File: src/design/ubr_pkg.sv
// Package: register map, field layout, carriers and timing constants of the UART baud and receive status block
`default_nettype none
package ubr_pkg;
	// Word addresses on the register bus (byte address is four times the index)
	localparam int         ADDR_W       = 3;
	localparam logic [2:0] REG_BAUD     = 3'h0;
	localparam logic [2:0] REG_RX       = 3'h1;
	localparam logic [2:0] REG_CTRL     = 3'h2;
	localparam logic [2:0] REG_IRQ_STAT = 3'h3;
	localparam logic [2:0] REG_IRQ_MASK = 3'h4;

	// Baud rate control layout
	localparam int          BAUD_DIR_BIT = 13;
	localparam int          BAUD_SOURCE_SEL_BIT = 11;
	localparam int          BAUD_DIV_LSB = 8;
	localparam int          BAUD_PRE_LSB = 0;
	localparam logic [15:0] BAUD_WR_MASK = 16'h2f3f;
	localparam logic [15:0] BAUD_RESET   = 16'h0000;

	// UART status control layout
	localparam int          CTRL_UEN_BIT      = 15;
	localparam int          CTRL_RECEIVER_ENABLE_BIT_BIT     = 14;
	localparam int          CTRL_STALE_EN_BIT = 7;
	localparam int          CTRL_FULL_EN_BIT  = 5;
	localparam int          CTRL_HALF_EN_BIT  = 4;
	localparam int          CTRL_RDY_EN_BIT   = 3;
	localparam logic [15:0] CTRL_WR_MASK      = 16'hc0b8;
	localparam logic [15:0] CTRL_RESET        = 16'h0000;

	// Receive status and data layout
	localparam int RX_FULL_BIT  = 15;
	localparam int RX_HALF_BIT  = 14;
	localparam int RX_READY_BIT = 13;
	localparam int RX_OLD_BIT   = 12;
	localparam int RX_OVR_BIT   = 11;

	// Interrupt status and mask layout
	localparam int         IRQ_W        = 5;
	localparam int         IRQ_FULL     = 0;
	localparam int         IRQ_HALF     = 1;
	localparam int         IRQ_READY    = 2;
	localparam int         IRQ_OLD      = 3;
	localparam int         IRQ_OVR      = 4;
	localparam logic [4:0] IRQ_RESET    = 5'h00;

	// Rate generator and receiver timing
	localparam logic [6:0] PRESCALE_BASE   = 7'h41;
	localparam logic [4:0] OLD_DATA_BITS   = 5'h1e;
	localparam logic [3:0] SAMPLE_MID      = 4'h7;
	localparam logic [3:0] SAMPLE_LAST     = 4'hf;
	localparam int         HALF_FREE_SLOTS = 4;

	typedef struct packed {
		logic [2:0] divide;
		logic [5:0] prescale;
	} ubr_baud_cfg_t;

	typedef struct packed {
		logic       overrun;
		logic [7:0] data;
	} ubr_rx_entry_t;

	typedef enum {
		RX_IDLE,
		RX_START,
		RX_DATA,
		RX_STOP
	} ubr_rx_state_t;
endpackage
`default_nettype wire

File: src/design/ubr_baud_gen.sv
// Baud rate generator: integer prescaler followed by a power-of-two divider
`default_nettype none
module ubr_baud_gen (
	input  wire logic                   ref_clk,
	input  wire logic                   reset_n,
	input  wire logic                   enable,
	input  wire logic                   src_tick,
	input  wire ubr_pkg::ubr_baud_cfg_t cfg,
	output logic                        baud_tick,
	output logic                        baud_clk_out
);
	logic [6:0] pre_cnt;
	logic [6:0] pre_last;
	logic [6:0] pow_cnt;
	logic [6:0] pow_last;
	logic       pre_tick;

	// Prescaler divides by 65 minus the field, so 2 to 65
	assign pre_last = ubr_pkg::PRESCALE_BASE - {1'b0, cfg.prescale} - 7'h01;
	// Power-of-two divider: last count is 2**divide - 1
	assign pow_last = 7'h7f >> (3'h7 - cfg.divide);

	// Compare with >= so a lowered setting never strands the counter above its end
	assign pre_tick  = enable & src_tick & (pre_cnt >= pre_last);
	assign baud_tick = pre_tick & (pow_cnt >= pow_last);

	// Prescaler counter advances on each source tick
	always_ff @(posedge ref_clk) begin
		if (!reset_n || !enable) begin
			pre_cnt <= 7'h00;
		end else if (src_tick) begin
			pre_cnt <= pre_tick ? 7'h00 : pre_cnt + 7'h01;
		end
	end

	// Divider counter advances on each prescaler tick
	always_ff @(posedge ref_clk) begin
		if (!reset_n || !enable) begin
			pow_cnt <= 7'h00;
		end else if (pre_tick) begin
			pow_cnt <= baud_tick ? 7'h00 : pow_cnt + 7'h01;
		end
	end

	// Square wave for the clock pin: half the sampling rate, since it toggles per tick
	always_ff @(posedge ref_clk) begin
		if (!reset_n) begin
			baud_clk_out <= 1'b0;
		end else if (baud_tick) begin
			baud_clk_out <= ~baud_clk_out;
		end
	end
endmodule
`default_nettype wire

File: src/design/ubr_uart_baud_rx.sv
// UART channel: baud generator control, receiver, receive FIFO, status register and interrupts
`default_nettype none
// Behaviour
// - Clock pin is input when direction bit 13 is 0, driven output when 1.
// - Source bit 11 picks system clock (0) or clock pin (1, direction must be 0).
// - Divide field bits 10..8 divides by two to the field value, 1 to 128.
// - Prescaler field bits 5..0 divides by 65 minus the field value.
// - A receiver register read brings the FIFO status bits to a valid state.
// - Per-character status is valid only in one full 16-bit read with data.
// - Bit 15 is 1 while the receive FIFO is full; maskable interrupt source.
// - Bit 14 is 1 with four or fewer free slots; maskable interrupt source.
// - Bit 13 is 1 while data is held; data valid only then; interrupt source.
// - Bit 12 set when data waited over 30 bit times, else 0; interrupt source.
// - Bit 11 marks a character that overwrote FIFO contents; updated per character.
// - Clearing receiver enable disables receiver and flushes the FIFO; resets to 0.
// - Control bit 7 gates the stale-data interrupt.
module ubr_uart_baud_rx #(
	parameter int FIFO_DEPTH = 8
) (
	input  wire logic                       ref_clk,
	input  wire logic                       reset_n,
	input  wire logic [ubr_pkg::ADDR_W-1:0] avs_address,
	input  wire logic                       avs_read,
	input  wire logic                       avs_write,
	input  wire logic [31:0]                avs_writedata,
	input  wire logic [3:0]                 avs_byteenable,
	output logic      [31:0]                avs_readdata,
	output logic                            avs_waitrequest,
	input  wire logic                       rx_line,
	input  wire logic                       uart_ext_clock_pin_in,
	output logic                            uart_ext_clock_pin_out,
	output logic                            uart_ext_clock_pin_oe,
	output logic                            irq
);
	localparam int PW = (FIFO_DEPTH > 1) ? $clog2(FIFO_DEPTH) : 1;
	localparam int CW = $clog2(FIFO_DEPTH + 1);
	localparam logic [CW-1:0] DEPTH_C = CW'(FIFO_DEPTH);
	localparam logic [CW-1:0] HALF_C  = CW'(FIFO_DEPTH - ubr_pkg::HALF_FREE_SLOTS);

	// The half flag needs more than four slots and the status layout caps the depth
	if (FIFO_DEPTH < 5 || FIFO_DEPTH > 64) begin : g_bad_depth
		$error("FIFO_DEPTH must lie between 5 and 64");
	end

	// Pointer step with wrap for any depth
	function automatic logic [PW-1:0] ptr_inc(input logic [PW-1:0] p);
		ptr_inc = (p == PW'(FIFO_DEPTH - 1)) ? '0 : p + PW'(1);
	endfunction

	function automatic logic [PW-1:0] ptr_dec(input logic [PW-1:0] p);
		ptr_dec = (p == '0) ? PW'(FIFO_DEPTH - 1) : p - PW'(1);
	endfunction

	// Byte-lane merge of a 16-bit register, keeping only writable bits
	function automatic logic [15:0] be_merge(input logic [15:0] old, input logic [15:0] wd,
			input logic [1:0] be, input logic [15:0] mask);
		logic [15:0] lane;
		lane     = {{8{be[1]}}, {8{be[0]}}} & mask;
		be_merge = (old & ~lane) | (wd & lane);
	endfunction

	logic [15:0]                 baud_cfg;
	logic [15:0]                 ctrl;
	logic [ubr_pkg::IRQ_W-1:0]   irq_status;
	logic [ubr_pkg::IRQ_W-1:0]   irq_mask;
	logic [ubr_pkg::IRQ_W-1:0]   irq_set;
	logic [ubr_pkg::IRQ_W-1:0]   irq_clr;
	logic [ubr_pkg::IRQ_W-1:0]   irq_gate;
	logic                        served;
	logic                        req;
	logic                        done;
	logic                        wr_done;
	logic                        rd_had_data;
	logic                        status_valid;
	logic                        char_read;
	logic                        fifo_pop;
	logic [15:0]                 rx_word;
	logic [15:0]                 next_readdata;
	ubr_pkg::ubr_rx_entry_t      fifo_mem [FIFO_DEPTH];
	ubr_pkg::ubr_rx_entry_t      head;
	logic [PW-1:0]               wr_ptr;
	logic [PW-1:0]               rd_ptr;
	logic [CW-1:0]               count;
	logic                        fifo_full;
	logic                        fifo_half;
	logic                        fifo_ready;
	logic                        fifo_old;
	logic                        overwrite;
	logic                        flush;
	logic [4:0]                  age;
	logic [3:0]                  bit_div;
	logic                        bit_tick;
	logic                        pin_prev;
	logic                        src_sel_pin;
	logic                        src_tick;
	logic                        baud_tick;
	logic                        baud_clk;
	logic                        rx_on;
	ubr_pkg::ubr_rx_state_t      rx_state;
	logic [3:0]                  samp_cnt;
	logic [2:0]                  bit_idx;
	logic [7:0]                  shreg;
	logic                        rx_push;
	logic [7:0]                  rx_char;
	ubr_pkg::ubr_baud_cfg_t      gen_cfg;

	// Bus handshake: one wait state, so read data can come from a flop
	assign req             = avs_read | avs_write;
	assign avs_waitrequest = req & ~served;
	assign done            = req & served;
	assign wr_done         = done & avs_write;

	always_ff @(posedge ref_clk) begin
		if (!reset_n) begin
			served <= 1'b0;
		end else begin
			served <= req & ~served;
		end
	end

	// Software-visible control registers
	always_ff @(posedge ref_clk) begin
		if (!reset_n) begin
			baud_cfg <= ubr_pkg::BAUD_RESET;
			ctrl     <= ubr_pkg::CTRL_RESET;
			irq_mask <= ubr_pkg::IRQ_RESET;
		end else if (wr_done) begin
			unique case (avs_address)
				ubr_pkg::REG_BAUD: begin
					// Reserved bits are never stored, whatever software writes
					baud_cfg <= be_merge(baud_cfg, avs_writedata[15:0], avs_byteenable[1:0],
						ubr_pkg::BAUD_WR_MASK);
				end
				ubr_pkg::REG_CTRL: begin
					ctrl <= be_merge(ctrl, avs_writedata[15:0], avs_byteenable[1:0], ubr_pkg::CTRL_WR_MASK);
				end
				ubr_pkg::REG_IRQ_MASK: begin
					if (avs_byteenable[0]) begin
						irq_mask <= avs_writedata[ubr_pkg::IRQ_W-1:0];
					end
				end
				default: begin
				end
			endcase
		end
	end

	// Receiver status word; overrun only shows on a full 16-bit access
	always_comb begin
		rx_word                       = 16'h0000;
		rx_word[ubr_pkg::RX_FULL_BIT]  = fifo_full;
		rx_word[ubr_pkg::RX_HALF_BIT]  = fifo_half;
		rx_word[ubr_pkg::RX_READY_BIT] = fifo_ready;
		rx_word[ubr_pkg::RX_OLD_BIT]   = fifo_old;
		rx_word[ubr_pkg::RX_OVR_BIT]   = fifo_ready & head.overrun & (avs_byteenable[1:0] == 2'h3);
		rx_word[7:0]                  = fifo_ready ? head.data : 8'h00;
	end

	// Read mux; unmapped words read as zero
	always_comb begin
		next_readdata = 16'h0000;
		unique case (avs_address)
			ubr_pkg::REG_BAUD:     next_readdata = baud_cfg;
			ubr_pkg::REG_RX:       next_readdata = rx_word;
			ubr_pkg::REG_CTRL:     next_readdata = ctrl;
			ubr_pkg::REG_IRQ_STAT: next_readdata = {11'h000, irq_status};
			ubr_pkg::REG_IRQ_MASK: next_readdata = {11'h000, irq_mask};
			default:               next_readdata = 16'h0000;
		endcase
	end

	// Read data is captured in the wait cycle and stands at the completing edge
	always_ff @(posedge ref_clk) begin
		if (!reset_n) begin
			avs_readdata <= 32'h0000_0000;
			rd_had_data  <= 1'b0;
		end else if (req & ~served) begin
			avs_readdata <= {16'h0000, next_readdata};
			rd_had_data  <= fifo_ready;
		end
	end

	// Pop only what software actually saw, so a char landing in the wait cycle is not lost
	assign char_read = done & avs_read & (avs_address == ubr_pkg::REG_RX) & avs_byteenable[0];
	assign fifo_pop  = char_read & rd_had_data;

	// Full, half, ready and stale events stay quiet until the first receiver read settles the FIFO flags
	always_ff @(posedge ref_clk) begin
		if (!reset_n) begin
			status_valid <= 1'b0;
		end else if (done & avs_read & (avs_address == ubr_pkg::REG_RX)) begin
			status_valid <= 1'b1;
		end
	end

	// Clock pin: output enable follows the direction bit
	assign uart_ext_clock_pin_oe  = baud_cfg[ubr_pkg::BAUD_DIR_BIT];
	assign uart_ext_clock_pin_out = baud_clk & baud_cfg[ubr_pkg::BAUD_DIR_BIT];

	// Pin edge detector; the pin is taken as synchronous to ref_clk
	always_ff @(posedge ref_clk) begin
		if (!reset_n) begin
			pin_prev <= 1'b0;
		end else begin
			pin_prev <= uart_ext_clock_pin_in;
		end
	end

	// Pin source only counts while the pin is an input; driving it would feed our own output back
	assign src_sel_pin = baud_cfg[ubr_pkg::BAUD_SOURCE_SEL_BIT];
	assign src_tick    = src_sel_pin ? (uart_ext_clock_pin_in & ~pin_prev & ~baud_cfg[ubr_pkg::BAUD_DIR_BIT])
		: 1'b1;
	assign gen_cfg     = '{divide: baud_cfg[ubr_pkg::BAUD_DIV_LSB +: 3], prescale: baud_cfg[ubr_pkg::BAUD_PRE_LSB +: 6]};

	ubr_baud_gen u_baud_gen (
		.ref_clk      (ref_clk),
		.reset_n      (reset_n),
		.enable       (ctrl[ubr_pkg::CTRL_UEN_BIT]),
		.src_tick     (src_tick),
		.cfg          (gen_cfg),
		.baud_tick    (baud_tick),
		.baud_clk_out (baud_clk)
	);

	assign rx_on = ctrl[ubr_pkg::CTRL_UEN_BIT] & ctrl[ubr_pkg::CTRL_RECEIVER_ENABLE_BIT_BIT];
	assign flush = ~ctrl[ubr_pkg::CTRL_RECEIVER_ENABLE_BIT_BIT];

	// Receiver: 16x oversampling, start validated at mid-bit, LSB first
	always_ff @(posedge ref_clk) begin
		if (!reset_n || !rx_on) begin
			rx_state <= ubr_pkg::RX_IDLE;
			samp_cnt <= 4'h0;
			bit_idx  <= 3'h0;
			shreg    <= 8'h00;
			rx_push  <= 1'b0;
			rx_char  <= 8'h00;
		end else begin
			rx_push <= 1'b0;
			if (baud_tick) begin
				samp_cnt <= samp_cnt + 4'h1;
				unique case (rx_state)
					ubr_pkg::RX_IDLE: begin
						samp_cnt <= 4'h0;
						if (!rx_line) begin
							rx_state <= ubr_pkg::RX_START;
						end
					end
					ubr_pkg::RX_START: begin
						if (samp_cnt == ubr_pkg::SAMPLE_MID) begin
							// A short low glitch is not a start bit
							rx_state <= rx_line ? ubr_pkg::RX_IDLE : ubr_pkg::RX_DATA;
							samp_cnt <= 4'h0;
							bit_idx  <= 3'h0;
						end
					end
					ubr_pkg::RX_DATA: begin
						if (samp_cnt == ubr_pkg::SAMPLE_LAST) begin
							shreg   <= {rx_line, shreg[7:1]};
							bit_idx <= bit_idx + 3'h1;
							if (bit_idx == 3'h7) begin
								rx_state <= ubr_pkg::RX_STOP;
							end
						end
					end
					ubr_pkg::RX_STOP: begin
						if (samp_cnt == ubr_pkg::SAMPLE_LAST) begin
							// Characters without a stop bit are dropped
							rx_push  <= rx_line;
							rx_char  <= shreg;
							rx_state <= ubr_pkg::RX_IDLE;
						end
					end
				endcase
			end
		end
	end

	// FIFO flags
	assign fifo_full  = (count == DEPTH_C);
	assign fifo_half  = (count >= HALF_C);
	assign fifo_ready = (count != '0);
	assign head       = fifo_mem[rd_ptr];
	assign overwrite  = rx_push & fifo_full & ~fifo_pop;

	// FIFO storage: a char arriving when full with no pop in that cycle replaces the newest entry, marked as overrun
	always_ff @(posedge ref_clk) begin
		if (rx_push & ~fifo_full) begin
			fifo_mem[wr_ptr] <= '{overrun: 1'b0, data: rx_char};
		end else if (rx_push & fifo_pop) begin
			fifo_mem[wr_ptr] <= '{overrun: 1'b0, data: rx_char};
		end else if (overwrite) begin
			fifo_mem[ptr_dec(wr_ptr)] <= '{overrun: 1'b1, data: rx_char};
		end
	end

	// FIFO pointers and fill level
	always_ff @(posedge ref_clk) begin
		if (!reset_n || flush) begin
			wr_ptr <= '0;
			rd_ptr <= '0;
			count  <= '0;
		end else begin
			if (rx_push & (~fifo_full | fifo_pop)) begin
				wr_ptr <= ptr_inc(wr_ptr);
			end
			if (fifo_pop) begin
				rd_ptr <= ptr_inc(rd_ptr);
			end
			if ((rx_push & ~fifo_full) & ~fifo_pop) begin
				count <= count + CW'(1);
			end else if (fifo_pop & ~rx_push) begin
				count <= count - CW'(1);
			end
		end
	end

	// Bit-time strobe from the 16x sampling ticks
	assign bit_tick = baud_tick & (bit_div == ubr_pkg::SAMPLE_LAST);

	always_ff @(posedge ref_clk) begin
		if (!reset_n || !rx_on) begin
			bit_div <= 4'h0;
		end else if (baud_tick) begin
			bit_div <= bit_div + 4'h1;
		end
	end

	// Age of the head character in bit times; restarts on every pop, saturates
	always_ff @(posedge ref_clk) begin
		if (!reset_n || flush || !fifo_ready || fifo_pop) begin
			age <= 5'h00;
		end else if (bit_tick && age != 5'h1f) begin
			age <= age + 5'h01;
		end
	end

	assign fifo_old = fifo_ready & (age > ubr_pkg::OLD_DATA_BITS);

	// Sticky interrupt events; a new event wins over a write-one clear
	always_comb begin
		irq_set                    = '0;
		irq_set[ubr_pkg::IRQ_FULL]  = status_valid & fifo_full;
		irq_set[ubr_pkg::IRQ_HALF]  = status_valid & fifo_half;
		irq_set[ubr_pkg::IRQ_READY] = status_valid & fifo_ready;
		irq_set[ubr_pkg::IRQ_OLD]   = status_valid & fifo_old;
		irq_set[ubr_pkg::IRQ_OVR]   = overwrite;
	end

	assign irq_clr = (wr_done && avs_address == ubr_pkg::REG_IRQ_STAT && avs_byteenable[0])
		? avs_writedata[ubr_pkg::IRQ_W-1:0] : '0;

	always_ff @(posedge ref_clk) begin
		if (!reset_n) begin
			irq_status <= ubr_pkg::IRQ_RESET;
		end else begin
			irq_status <= (irq_status & ~irq_clr) | irq_set;
		end
	end

	// Control enables gate each source except overrun on top of the mask
	always_comb begin
		irq_gate                    = '0;
		irq_gate[ubr_pkg::IRQ_FULL]  = ctrl[ubr_pkg::CTRL_FULL_EN_BIT];
		irq_gate[ubr_pkg::IRQ_HALF]  = ctrl[ubr_pkg::CTRL_HALF_EN_BIT];
		irq_gate[ubr_pkg::IRQ_READY] = ctrl[ubr_pkg::CTRL_RDY_EN_BIT];
		irq_gate[ubr_pkg::IRQ_OLD]   = ctrl[ubr_pkg::CTRL_STALE_EN_BIT];
		irq_gate[ubr_pkg::IRQ_OVR]   = 1'b1;
	end

	assign irq = |(irq_status & irq_mask & irq_gate);
endmodule
`default_nettype wire

File: config.mk
export PLATFORM = sky130hd
export DESIGN_NAME = ubr_uart_baud_rx
export DESIGN_NICKNAME = d
export VERILOG_FILES = /design/src/design/ubr_pkg.sv /design/src/design/ubr_baud_gen.sv /design/src/design/ubr_uart_baud_rx.sv
export SDC_FILE = /design/constraint.sdc
export NUM_CORES = 1
export LEC_CHECK = 0
export BUFFER_PORTS_ARGS = -buffer_cell sky130_fd_sc_hd__buf_2
export CAP_MARGIN = 20
export CORE_MARGIN = 10
export CORE_UTILIZATION = 60
export DETAILED_ROUTE_END_ITERATION = 16
export PLACE_DENSITY = 0.92
export SLEW_MARGIN = 10
export SYNTH_ARGS = -nofsm -noshare
export SYNTH_HDL_FRONTEND = slang
export SYNTH_SLANG_ARGS = --single-unit
File: constraint.sdc
create_clock -name ref_clk -period 7.8 [get_ports ref_clk]
set_input_delay 1.17 -clock ref_clk [delete_from_list [all_inputs] [get_ports ref_clk]]
set_output_delay 1.17 -clock ref_clk [all_outputs]
set_load 0.02 [all_outputs]
-- Yosys cells after proc, flatten, opt, wreduce, memory -nomap -nowiden
Memory sizes are Yosys's and may differ from the RTL's. A register that Yosys moved wholly into a read port is not among the register bits.
Index checks and enable logic that the tools add are counted.
- bits in registers: 152
- memory bits (writable): 72
- input port bits: 45
- output and inout bits: 36
- logic and storage cells: 186
- memories kept: 1
- memories (memory ; depth ; bits a word ; read ports ; clocked after memory_dff ; wr ports ; line ; source):
    fifo_mem ; 8 ; 9 ; 1 ; 1 ; 1 ; ubr_uart_baud_rx.sv:79 ; ubr_pkg::ubr_rx_entry_t fifo_mem [FIFO_DEPTH];
- add/sub/neg operators: 14
- magnitude comparators: 4
- equality and inequality tests: 21
- shift operators: 1
- multiplexer cells: 38
- bitwise gates (word level): 56
- reduce and logical (&&, ||, !) cells: 28
- operators by type and width (kind ; number):
    32-bit two-way mux ; 5
    32-bit one-hot mux with 4 select lines ; 1
    16-bit one-hot mux with 5 select lines ; 1
    32-bit by 2-bit == test with 1-bit output, second input constant ; 2
    16-bit bitwise AND ; 3
    32-bit by 1-bit == test with 1-bit output, second input constant ; 1
    32-bit logical NOT ; 1
    16-bit bitwise OR ; 2
    1-bit bitwise AND ; 29
    3-bit two-way mux ; 8
    9-bit two-way mux ; 2
    16-bit by 14-bit bitwise AND with 16-bit output ; 1
    14-bit inverter with 16-bit output ; 1
    16-bit inverter ; 1
    5-bit bitwise AND ; 3
    7-bit by 1-bit adder with 7-bit output, second input constant ; 2
    7-bit greater-or-equal comparator ; 2
    7-bit two-way mux ; 2
    4-bit by 1-bit adder with 4-bit output, second input constant ; 3
    3-bit == test, second input constant ; 4
    4-bit == test, second input constant ; 3
    4-bit two-way mux ; 3
    1-bit two-way mux ; 11
    1-bit inverter ; 11
    other kinds (37) ; 60

-- Logic depth before layout (Yosys ltp)
Gate-level depths: netlist (run 1).
- depth in word-level cells: 14
- mapped depth: 12
- depth with buffers taken out: 11

-- Modules after synthesis
From an unflattened synthesis (run 1), not the netlist that was laid out.
- cells, all modules: 737
- area total of the unflattened synthesis: 8351.8 sq um
- by module, submodules not included (module ; times used ; cells an instance ; area each (sq um) ; sequential area each (sq um)):
    ubr_uart_baud_rx ; 1 ; 597 ; 7165.6 ; 4063.9
    ubr_baud_gen ; 1 ; 140 ; 1186.1 ; 300.3

-- Worst setup path after synthesis (run 1)
Ideal clock, no wire load.
- path kind: input -> register
- start: input avs_address[2] (netlist bit)
- end: memory fifo_mem[1][0] (netlist bit), enable pin
- library setup time: 0.389 ns
- data arrival time: 3.089 ns
- required time: 7.411 ns
- setup slack: 4.322 ns
- stages: 8
- buffers on the path: 1
- cell sequence: clkbuf_1 nor3b_2 nand4_2 nand3_2 inv_1 nor2_1 mux2i_1 nor3b_1
- word-level cells in the longest chain between the ends: 12
- elaborated cells on any way between the ends: 18
- those cells by class: 1 x eq/ne; 9 x mux; 7 x bitwise; 1 x reduce/logical
- RTL lines (item ; line ; source):
    start, declared ; ubr_uart_baud_rx.sv:22 ; input wire logic [ubr_pkg::ADDR_W-1:0] avs_address,
    3-bit by 1-bit == test with 1-bit output * ; ubr_uart_baud_rx.sv:184 ; assign char_read = done & avs_read & (avs_address == ubr_pkg::REG_RX) & avs_byteenable[0];
    1-bit bitwise AND * (2 in series) ; ubr_uart_baud_rx.sv:184 ;
    1-bit bitwise AND * ; ubr_uart_baud_rx.sv:185 ; assign fifo_pop = char_read & rd_had_data;
    1-bit inverter ; ubr_uart_baud_rx.sv:283 ; assign overwrite = rx_push & fifo_full & ~fifo_pop;
    1-bit bitwise AND ; ubr_uart_baud_rx.sv:283 ;
    1-bit two-way mux ; ubr_uart_baud_rx.sv:291 ; end else if (overwrite) begin
    1-bit two-way mux ; ubr_uart_baud_rx.sv:289 ; end else if (rx_push & fifo_pop) begin
    1-bit two-way mux ; ubr_uart_baud_rx.sv:287 ; if (rx_push & ~fifo_full) begin
    1-bit two-way mux (not written as such) ; ubr_uart_baud_rx.sv:292 ; fifo_mem[ptr_dec(wr_ptr)] <= '{overrun: 1'b1, data: rx_char};
    9-bit OR reduction (no source line) ; -- ;
    3-bit two-way mux (no source line) / 1-bit two-way mux (equally long branches) ; -- ;
    end, declared ; ubr_uart_baud_rx.sv:79 ;
Every way passes the cells marked *; elsewhere a longest branch is shown, timed or not.

-- Worst setup path after layout (run 1)
- start: input avs_read
- end: output avs_waitrequest
- word-level cells in the longest chain between the ends: 2
- RTL lines (item ; line ; source):
    start, declared ; ubr_uart_baud_rx.sv:23 ; input wire logic avs_read,
    1-bit bitwise OR ; ubr_uart_baud_rx.sv:108 ; assign req = avs_read | avs_write;
    1-bit bitwise AND ; ubr_uart_baud_rx.sv:109 ; assign avs_waitrequest = req & ~served;
    end, declared ; ubr_uart_baud_rx.sv:28 ; output logic avs_waitrequest,
No other way between the ends.

==> flow_summary_export.csv, run 1 <==
group,metric,value,unit
min_path,worst_hold_path.num_cells,2,
logic_synthesis,synth_compound_area_frac,0.0844,
cells_and_area,diodes,0,
grt,grt_pass1_wl,33.5,mm
grt,antenna_found_initial,0,
timing,fin_worst_skew,0.00968,ns
floorplan,num_rows,43,
floorplan,pin_count,81,
logic_synthesis,ys_types,65,
timing,setup_viol,0,
worst_setup_path,end_kind,"output port",
logic_synthesis,synth_cells,764,
route,dr.first_iter.drc_count,958,
floorplan,dieWidth,138,um
floorplan,fp.dieH,138,um
cells_and_area,regArea,4360,um^2
power_and_ir_drop,peakVddDrop,172,uV
worst_setup_path,cp_num_buf_inv,3,
logic_synthesis,synthTopCellsByArea,"dfxtp_1 26%, edfxtp_1 26%, mux2i_1 6.4%, mux4_2 4.8%, ha_1 4.8%",
grt,grt_pass1_vias,6295,
floorplan,initial_core_util,0.609,
timing,hold_ws,0.466,ns
cts,clk_path_buf_depth,2,
grt,grt_max_degree,50,
worst_setup_path,crit_path_top_delay_cell,"clkinv_1",
logic_synthesis,synthArstFlopShare,0,
timing,timing.fmax,0.267,GHz
placed_design,dpl.hpwl,13.3,mm
timing,finalMaxSlewViolations,0,
worst_setup_path,rr_worst_depth,10,
cts,h-tree-depth,4,
logic_synthesis,synth_top_family_by_area,"simple AND/OR/NAND/NOR gates",
logic_synthesis,yosysMostFrequentCell,"dfxtp_1",
grt,gr-total-overflow,0,
placed_design,place_congestion,0.886,
logic_synthesis,synth_edf_count,72,
logic_synthesis,ys_ff_latch,182,
route,wl_per_cell,20.9,um
route,drc,0,
logic_synthesis,yosysTopAreaCellShare,0.261,
worst_setup_path,path_cells,"buf_2, nor2_1, or2_2, clkinv_1, buf_2",
cts,cts-buffers-inserted,17,
worst_setup_path,rrSetupSlack,4.45,ns
logic_synthesis,ys_top_cells_by_count,"110 x dfxtp_1, 77 x nand2_1, 72 x edfxtp_1",
cts,clk_latency,0.44,ns
worst_setup_path,critPathMaxFanout,19,
logic_synthesis,synth.area.mux_share,0.122,
timing,fin_crit_sh,0.480,
timing,period_needed,3.74,ns
cells_and_area,fin_nets,877,
timing,hold_viol_final,0,
min_path,hp-start,"bit_idx[1]",
worst_setup_path,cpMostUsedCell,"buf_2",
worst_setup_path,startpoint_type,"input port",
grt,track_usage,0.214,
route,viasPerCell,6.34,
logic_synthesis,yosysWarningCount,0,
worst_setup_path,r2r-end,"rx_char[7]",
logic_synthesis,synth_area_leader_cell,"dfxtp_1",
cells_and_area,nFillCells,879,
placed_design,port_buffers,44,
logic_synthesis,syn_area_per_cell,11.0,um^2
route,num_vias,6293,
cts,clock-root-buffer,"clkbuf_16",
cells_and_area,area_delta_synth_final,10.0,%
cts,cts_hold_buf,0,
route,routed_wirelength,20.7,mm
cts,ctsResizeCount,0,
min_path,hold_class,"register to register",
job,maxCapViolCount,0,
min_path,min_to,"bit_idx[1]",
cts,cts.reportedPaths.clkPinSlew,0.06,ns
logic_synthesis,synth-simple-area-share,0.173,
cells_and_area,multi_input_area,3810,um^2
worst_setup_path,critPathTopFamily,"buffers and inverters",
cells_and_area,drive_gt1_frac,0.149,
cts,cts_setup_buffers,0,
timing,tightest_slew,0.961,ns
worst_setup_path,crit_arrival,2.57,ns
cts,cts_tree,"yes",
route,ant_nets,0,
logic_synthesis,synth_adder_area_share,0.0499,
floorplan,die_area,19200,um^2
logic_synthesis,synthesis.area,8420,um^2
worst_setup_path,critPathMaxStageDelay,0.51,ns
timing,grt_setup_unrepaired,"false",
route,drtPass1Iterations,6,
timing,slew_headroom,0.359,
logic_synthesis,synth_ff_type,"dfxtp_1",
cts,cts_sinks,182,
worst_setup_path,cp.required,6.63,ns
power_and_ir_drop,pwr_density_cell,202,nW/um^2
logic_synthesis,yosysSeqAreaShare,0.518,
worst_setup_path,path_class,"input port to output port",
power_and_ir_drop,power,1.87,mW
timing,setup_tns,0,ns
power_and_ir_drop,p_leak,3.48,nW
logic_synthesis,synth-xor-area-share,0.0166,
status,status,"finished, final reports clean",
floorplan,placeableCoreArea,13800,um^2
==> metrics by stage <==
step	utilization	std cells	setup slack, ns	cell area, um^2
4_1_cts	0.670	992	4.11	9270
3_5_place_dp	0.629	960	3.85	8700
2_1_floorplan	-	779	4.32	8480
5_1_grt	0.670	992	3.84	9270
3_3_place_gp	0.629	960	4.08	8700
6_report	0.670	992	4.06	9270
==> layout by cell type, fill, tap and decap left out, drive strengths merged, types with 11 or more instances in the layout <==
cell,Yosys,layout
edfxtp,72,72
nor2,55,55
mux4,18,18
buf,23,46
o21ai,29,29
dfxtp,110,110
inv,16,17
mux2i,54,54
a21oi,35,35
ha,32,32
nor2b,35,35
nor3,16,16
or3,11,11
clkbuf,22,19
nand3,27,27
conb,1,16
and2,13,13
nand2,77,77
==> area by class of cell <==
class                   instances  share of cell area
inverters                      17             0.00689
clock buffers                  19              0.0467
flip-flops and latches        182               0.471
repair buffers                 46              0.0254
clock inverters                13              0.0143
multi-input cells             535               0.411
well taps                     180              0.0243
==> logic make-up (layout without fill, tap and decap cells) <==
logic type	after synthesis	after routing
xor gates and xnor gates	16	16
adders and majority gates	33	33
and+or+nand+nor	278	278
AOI/OAI and AO/OA	113	113
DFF	182	182
other	1	16
buffers and inverters	62	95
muxes	79	79
==> worst reg2reg max path: cells and delay by family, from the launching register on <==
| kind | cells | cell delay (ns) |
|---|---|---|
| AOI/OAI and AO/OA | 2 | 0.44 |
| DFF | 1 | 0.38 |
| adders and majority gates | 1 | 0.31 |
| muxes | 1 | 0.27 |
| xor gates and xnor gates | 1 | 0.12 |
| and+or+nand+nor | 5 | 1.75 |
==> where the power goes <==
group          total [mW]  internal (mW)  switching (mW)
Clock               0.829          0.469           0.361
Combinational      0.0557         0.0162          0.0395
Sequential          0.987          0.984         0.00308
Total                1.87           1.47           0.403
==> per-layer routing <==
layer  global-route usage  vias up  routed length (um)
met2                0.342      411                9790
li1                     -     2823                   -
met5                    0        -                   0
met3               0.0545      115                1830
met1                0.254     2944                7930
met4                0.133        0                1170
==> how the worst max path moves through the flow <==
stage | from | cells past startpoint | slack, ns | to
2_1_floorplan | avs_address[2] | 8 | 4.32 | fifo_mem[1][0]
3_3_place_gp | avs_address[0] | 8 | 4.08 | fifo_mem[4][1]
3_5_place_dp | avs_address[0] | 8 | 3.85 | fifo_mem[6][1]
4_1_cts | avs_read | 5 | 4.11 | avs_waitrequest
5_1_grt | avs_address[0] | 8 | 3.84 | fifo_mem[4][6]
6_report | avs_read | 5 | 4.06 | avs_waitrequest
(Power assumes the default switching activity.)
==> run 2: changes to the inputs <==
--- a/config.mk
+++ b/config.mk
@@ -8,9 +8,9 @@
 export BUFFER_PORTS_ARGS = -buffer_cell sky130_fd_sc_hd__buf_2
 export CAP_MARGIN = 20
 export CORE_MARGIN = 10
-export CORE_UTILIZATION = 60
+export CORE_UTILIZATION = 54
 export DETAILED_ROUTE_END_ITERATION = 16
-export PLACE_DENSITY = 0.92
+export PLACE_DENSITY = 0.88
 export SLEW_MARGIN = 10
 export SYNTH_ARGS = -nofsm -noshare
 export SYNTH_HDL_FRONTEND = slang
==> constraint.sdc (replaced) <==
create_clock -name ref_clk -period 3.2 [get_ports ref_clk]
set_input_delay 0.48 -clock ref_clk [delete_from_list [all_inputs] [get_ports ref_clk]]
set_output_delay 0.48 -clock ref_clk [all_outputs]
set_load 0.02 [all_outputs]
==> run 2 against run 1 <==
Sequential power increased by 140%; core utilization decreased by 4.7 points; clock power increased to 2.8 times the previous value; global-route usage decreased by 1.9 points; sequential share of layout area decreased by 1.2 points; clock-buffer cell count decreased by 2; clock skew decreased by 0.0035 ns; final area increased by 2.6%; routed wire length decreased by 4.1%; cell count increased by 4.5%; worst hold slack got worse by 0.19 ns; largest cell class unchanged; largest power group unchanged.
==> flow_summary_export.csv, run 2 (synthesized netlist as in run 1, its figures left out) <==
group,metric,value,unit
status,status,"finished, final reports clean",
cts,h-tree-depth,4,
timing,tightest_slew,0.961,ns
timing,setup_viol,0,
timing,grt_setup_unrepaired,"false",
timing,fin_crit_sh,0.934,
cts,cts-buffers-inserted,17,
timing,hold_viol_final,0,
placed_design,dpl.hpwl,12.9,mm
route,drtPass1Iterations,5,
timing,finalMaxSlewViolations,0,
grt,antenna_found_initial,0,
worst_setup_path,end_kind,"register",
route,wl_per_cell,19.1,um
cts,cts_sinks,182,
job,maxCapViolCount,0,
cells_and_area,area_delta_synth_final,12.9,%
cts,ctsResizeCount,0,
cells_and_area,final_cells,1037,
worst_setup_path,critPathMaxFanout,5,
cts,cts_tree,"yes",
route,num_vias,6152,
worst_setup_path,cp.required,3.56,ns
worst_setup_path,startpoint_type,"register",
worst_setup_path,critPathMaxStageDelay,0.44,ns
cts,cts_hold_buf,0,
cells_and_area,final_cell_mix,"110 x dfxtp_1, 77 x nand2_1, 72 x edfxtp_1",
floorplan,fp.dieH,145,um
grt,grt_max_degree,49,
worst_setup_path,path_class,"register to register",
cts,clk_path_buf_depth,2,
floorplan,dieWidth,145,um
floorplan,die_area,21000,um^2
route,ant_nets,0,
timing,setup_tns,0,ns
grt,gr-total-overflow,0,
worst_setup_path,crit_arrival,3.35,ns
grt,grt_pass1_vias,6104,
placed_design,port_buffers,44,
grt,grt_pass1_wl,31.7,mm
timing,timing.fmax,0.335,GHz
placed_design,numPlacedInstances,1006,
route,drc,0,
route,routed_wirelength,19.9,mm
floorplan,initial_core_util,0.552,
cells_and_area,layout_commonest_cell,"dfxtp_1",
floorplan,num_rows,45,
grt,track_usage,0.195,
power_and_ir_drop,p_leak,3.61,nW
worst_setup_path,crit_path_top_delay_cell,"a221oi_1",
cts,cts.reportedPaths.clkPinSlew,0.06,ns
cells_and_area,drive_gt1_frac,0.165,
floorplan,placeableCoreArea,15300,um^2
cells_and_area,fin_nets,892,
cts,clock-root-buffer,"clkbuf_16",
timing,slew_headroom,0.359,
power_and_ir_drop,peakVddDrop,346,uV
placed_design,place_congestion,0.880,
cts,cts_setup_buffers,0,
timing,fin_worst_skew,0.00615,ns
timing,hold_ws,0.272,ns
power_and_ir_drop,pwr_density_cell,512,nW/um^2
floorplan,pin_count,81,
cells_and_area,diodes,0,
route,viasPerCell,5.93,
worst_setup_path,path_cells,"nor3_1, nor3b_1, xor2_1, ha_1, a21o_1, a221oi_1, o21ai_2, buf_4, nand2_1, nand3_1, a21oi_1",
timing,period_needed,2.99,ns
route,dr.first_iter.drc_count,681,
min_path,hold_class,"input port to register",
cts,clk_latency,0.44,ns
run 2: area by class of cell:
| class | count | area (um^2) |
|---|---|---|
| fillers | 1081 | 5750 |
| clock inverters | 14 | 231 |
| multi-input cells | 535 | 3810 |
| inverters | 17 | 63.8 |
| well taps | 211 | 264 |
| repair buffers | 61 | 348 |
| flip-flops and latches | 182 | 4360 |
| clock buffers | 17 | 425 |
run 2: report_power, final:
part	total (mW)	switching (mW)	internal [mW]
Clock	2.32	0.866	1.45
Combinational	0.137	0.0949	0.0420
Sequential	2.41	0.00774	2.40
run 2: final timing paths:
| check | from | depth (start not counted) | endpoint | slack (ns) |
|---|---|---|---|---|
| max | register | 11 | u_baud_gen.pre_cnt[5] | 0.21 |
| min | uart_ext_clock_pin_in | 2 | pin_prev | 0.27 |
| max reg2reg | register | 11 | u_baud_gen.pre_cnt[5] | 0.21 |
| min reg2reg | bit_div[1] | 2 | bit_div[1] | 0.47 |
run 2: worst max-delay path, delay by kind of cell (launching register included):
family | cells | cell delay, ns
flip-flops | 1 | 0.36
adder cells (fa/ha/maj) | 1 | 0.25
AO/OA/AOI/OAI | 4 | 0.97
buffers and inverters | 1 | 0.18
XOR/XNOR | 1 | 0.18
AND/OR/NAND/NOR | 4 | 0.97
run 2: routing by layer:
layer | up-vias | share of wire | global-route usage
met5 | - | 0 | 0
met4 | 0 | 0.033 | 0.0920
met3 | 60 | 0.080 | 0.0460
met2 | 299 | 0.50 | 0.324
met1 | 2941 | 0.39 | 0.235
li1 | 2852 | - | -
run 2: stage by stage:
stage	instance area, um^2	util	power [mW]	worst slack (ns)
2_1_floorplan	8480	-	2.56	0.412
3_3_place_gp	8850	0.580	2.59	0.333
3_5_place_dp	8850	0.580	2.59	0.221
4_1_cts	9510	0.623	4.88	0.256
5_1_grt	9510	0.623	4.97	0.0274
6_report	9510	0.623	4.86	0.211
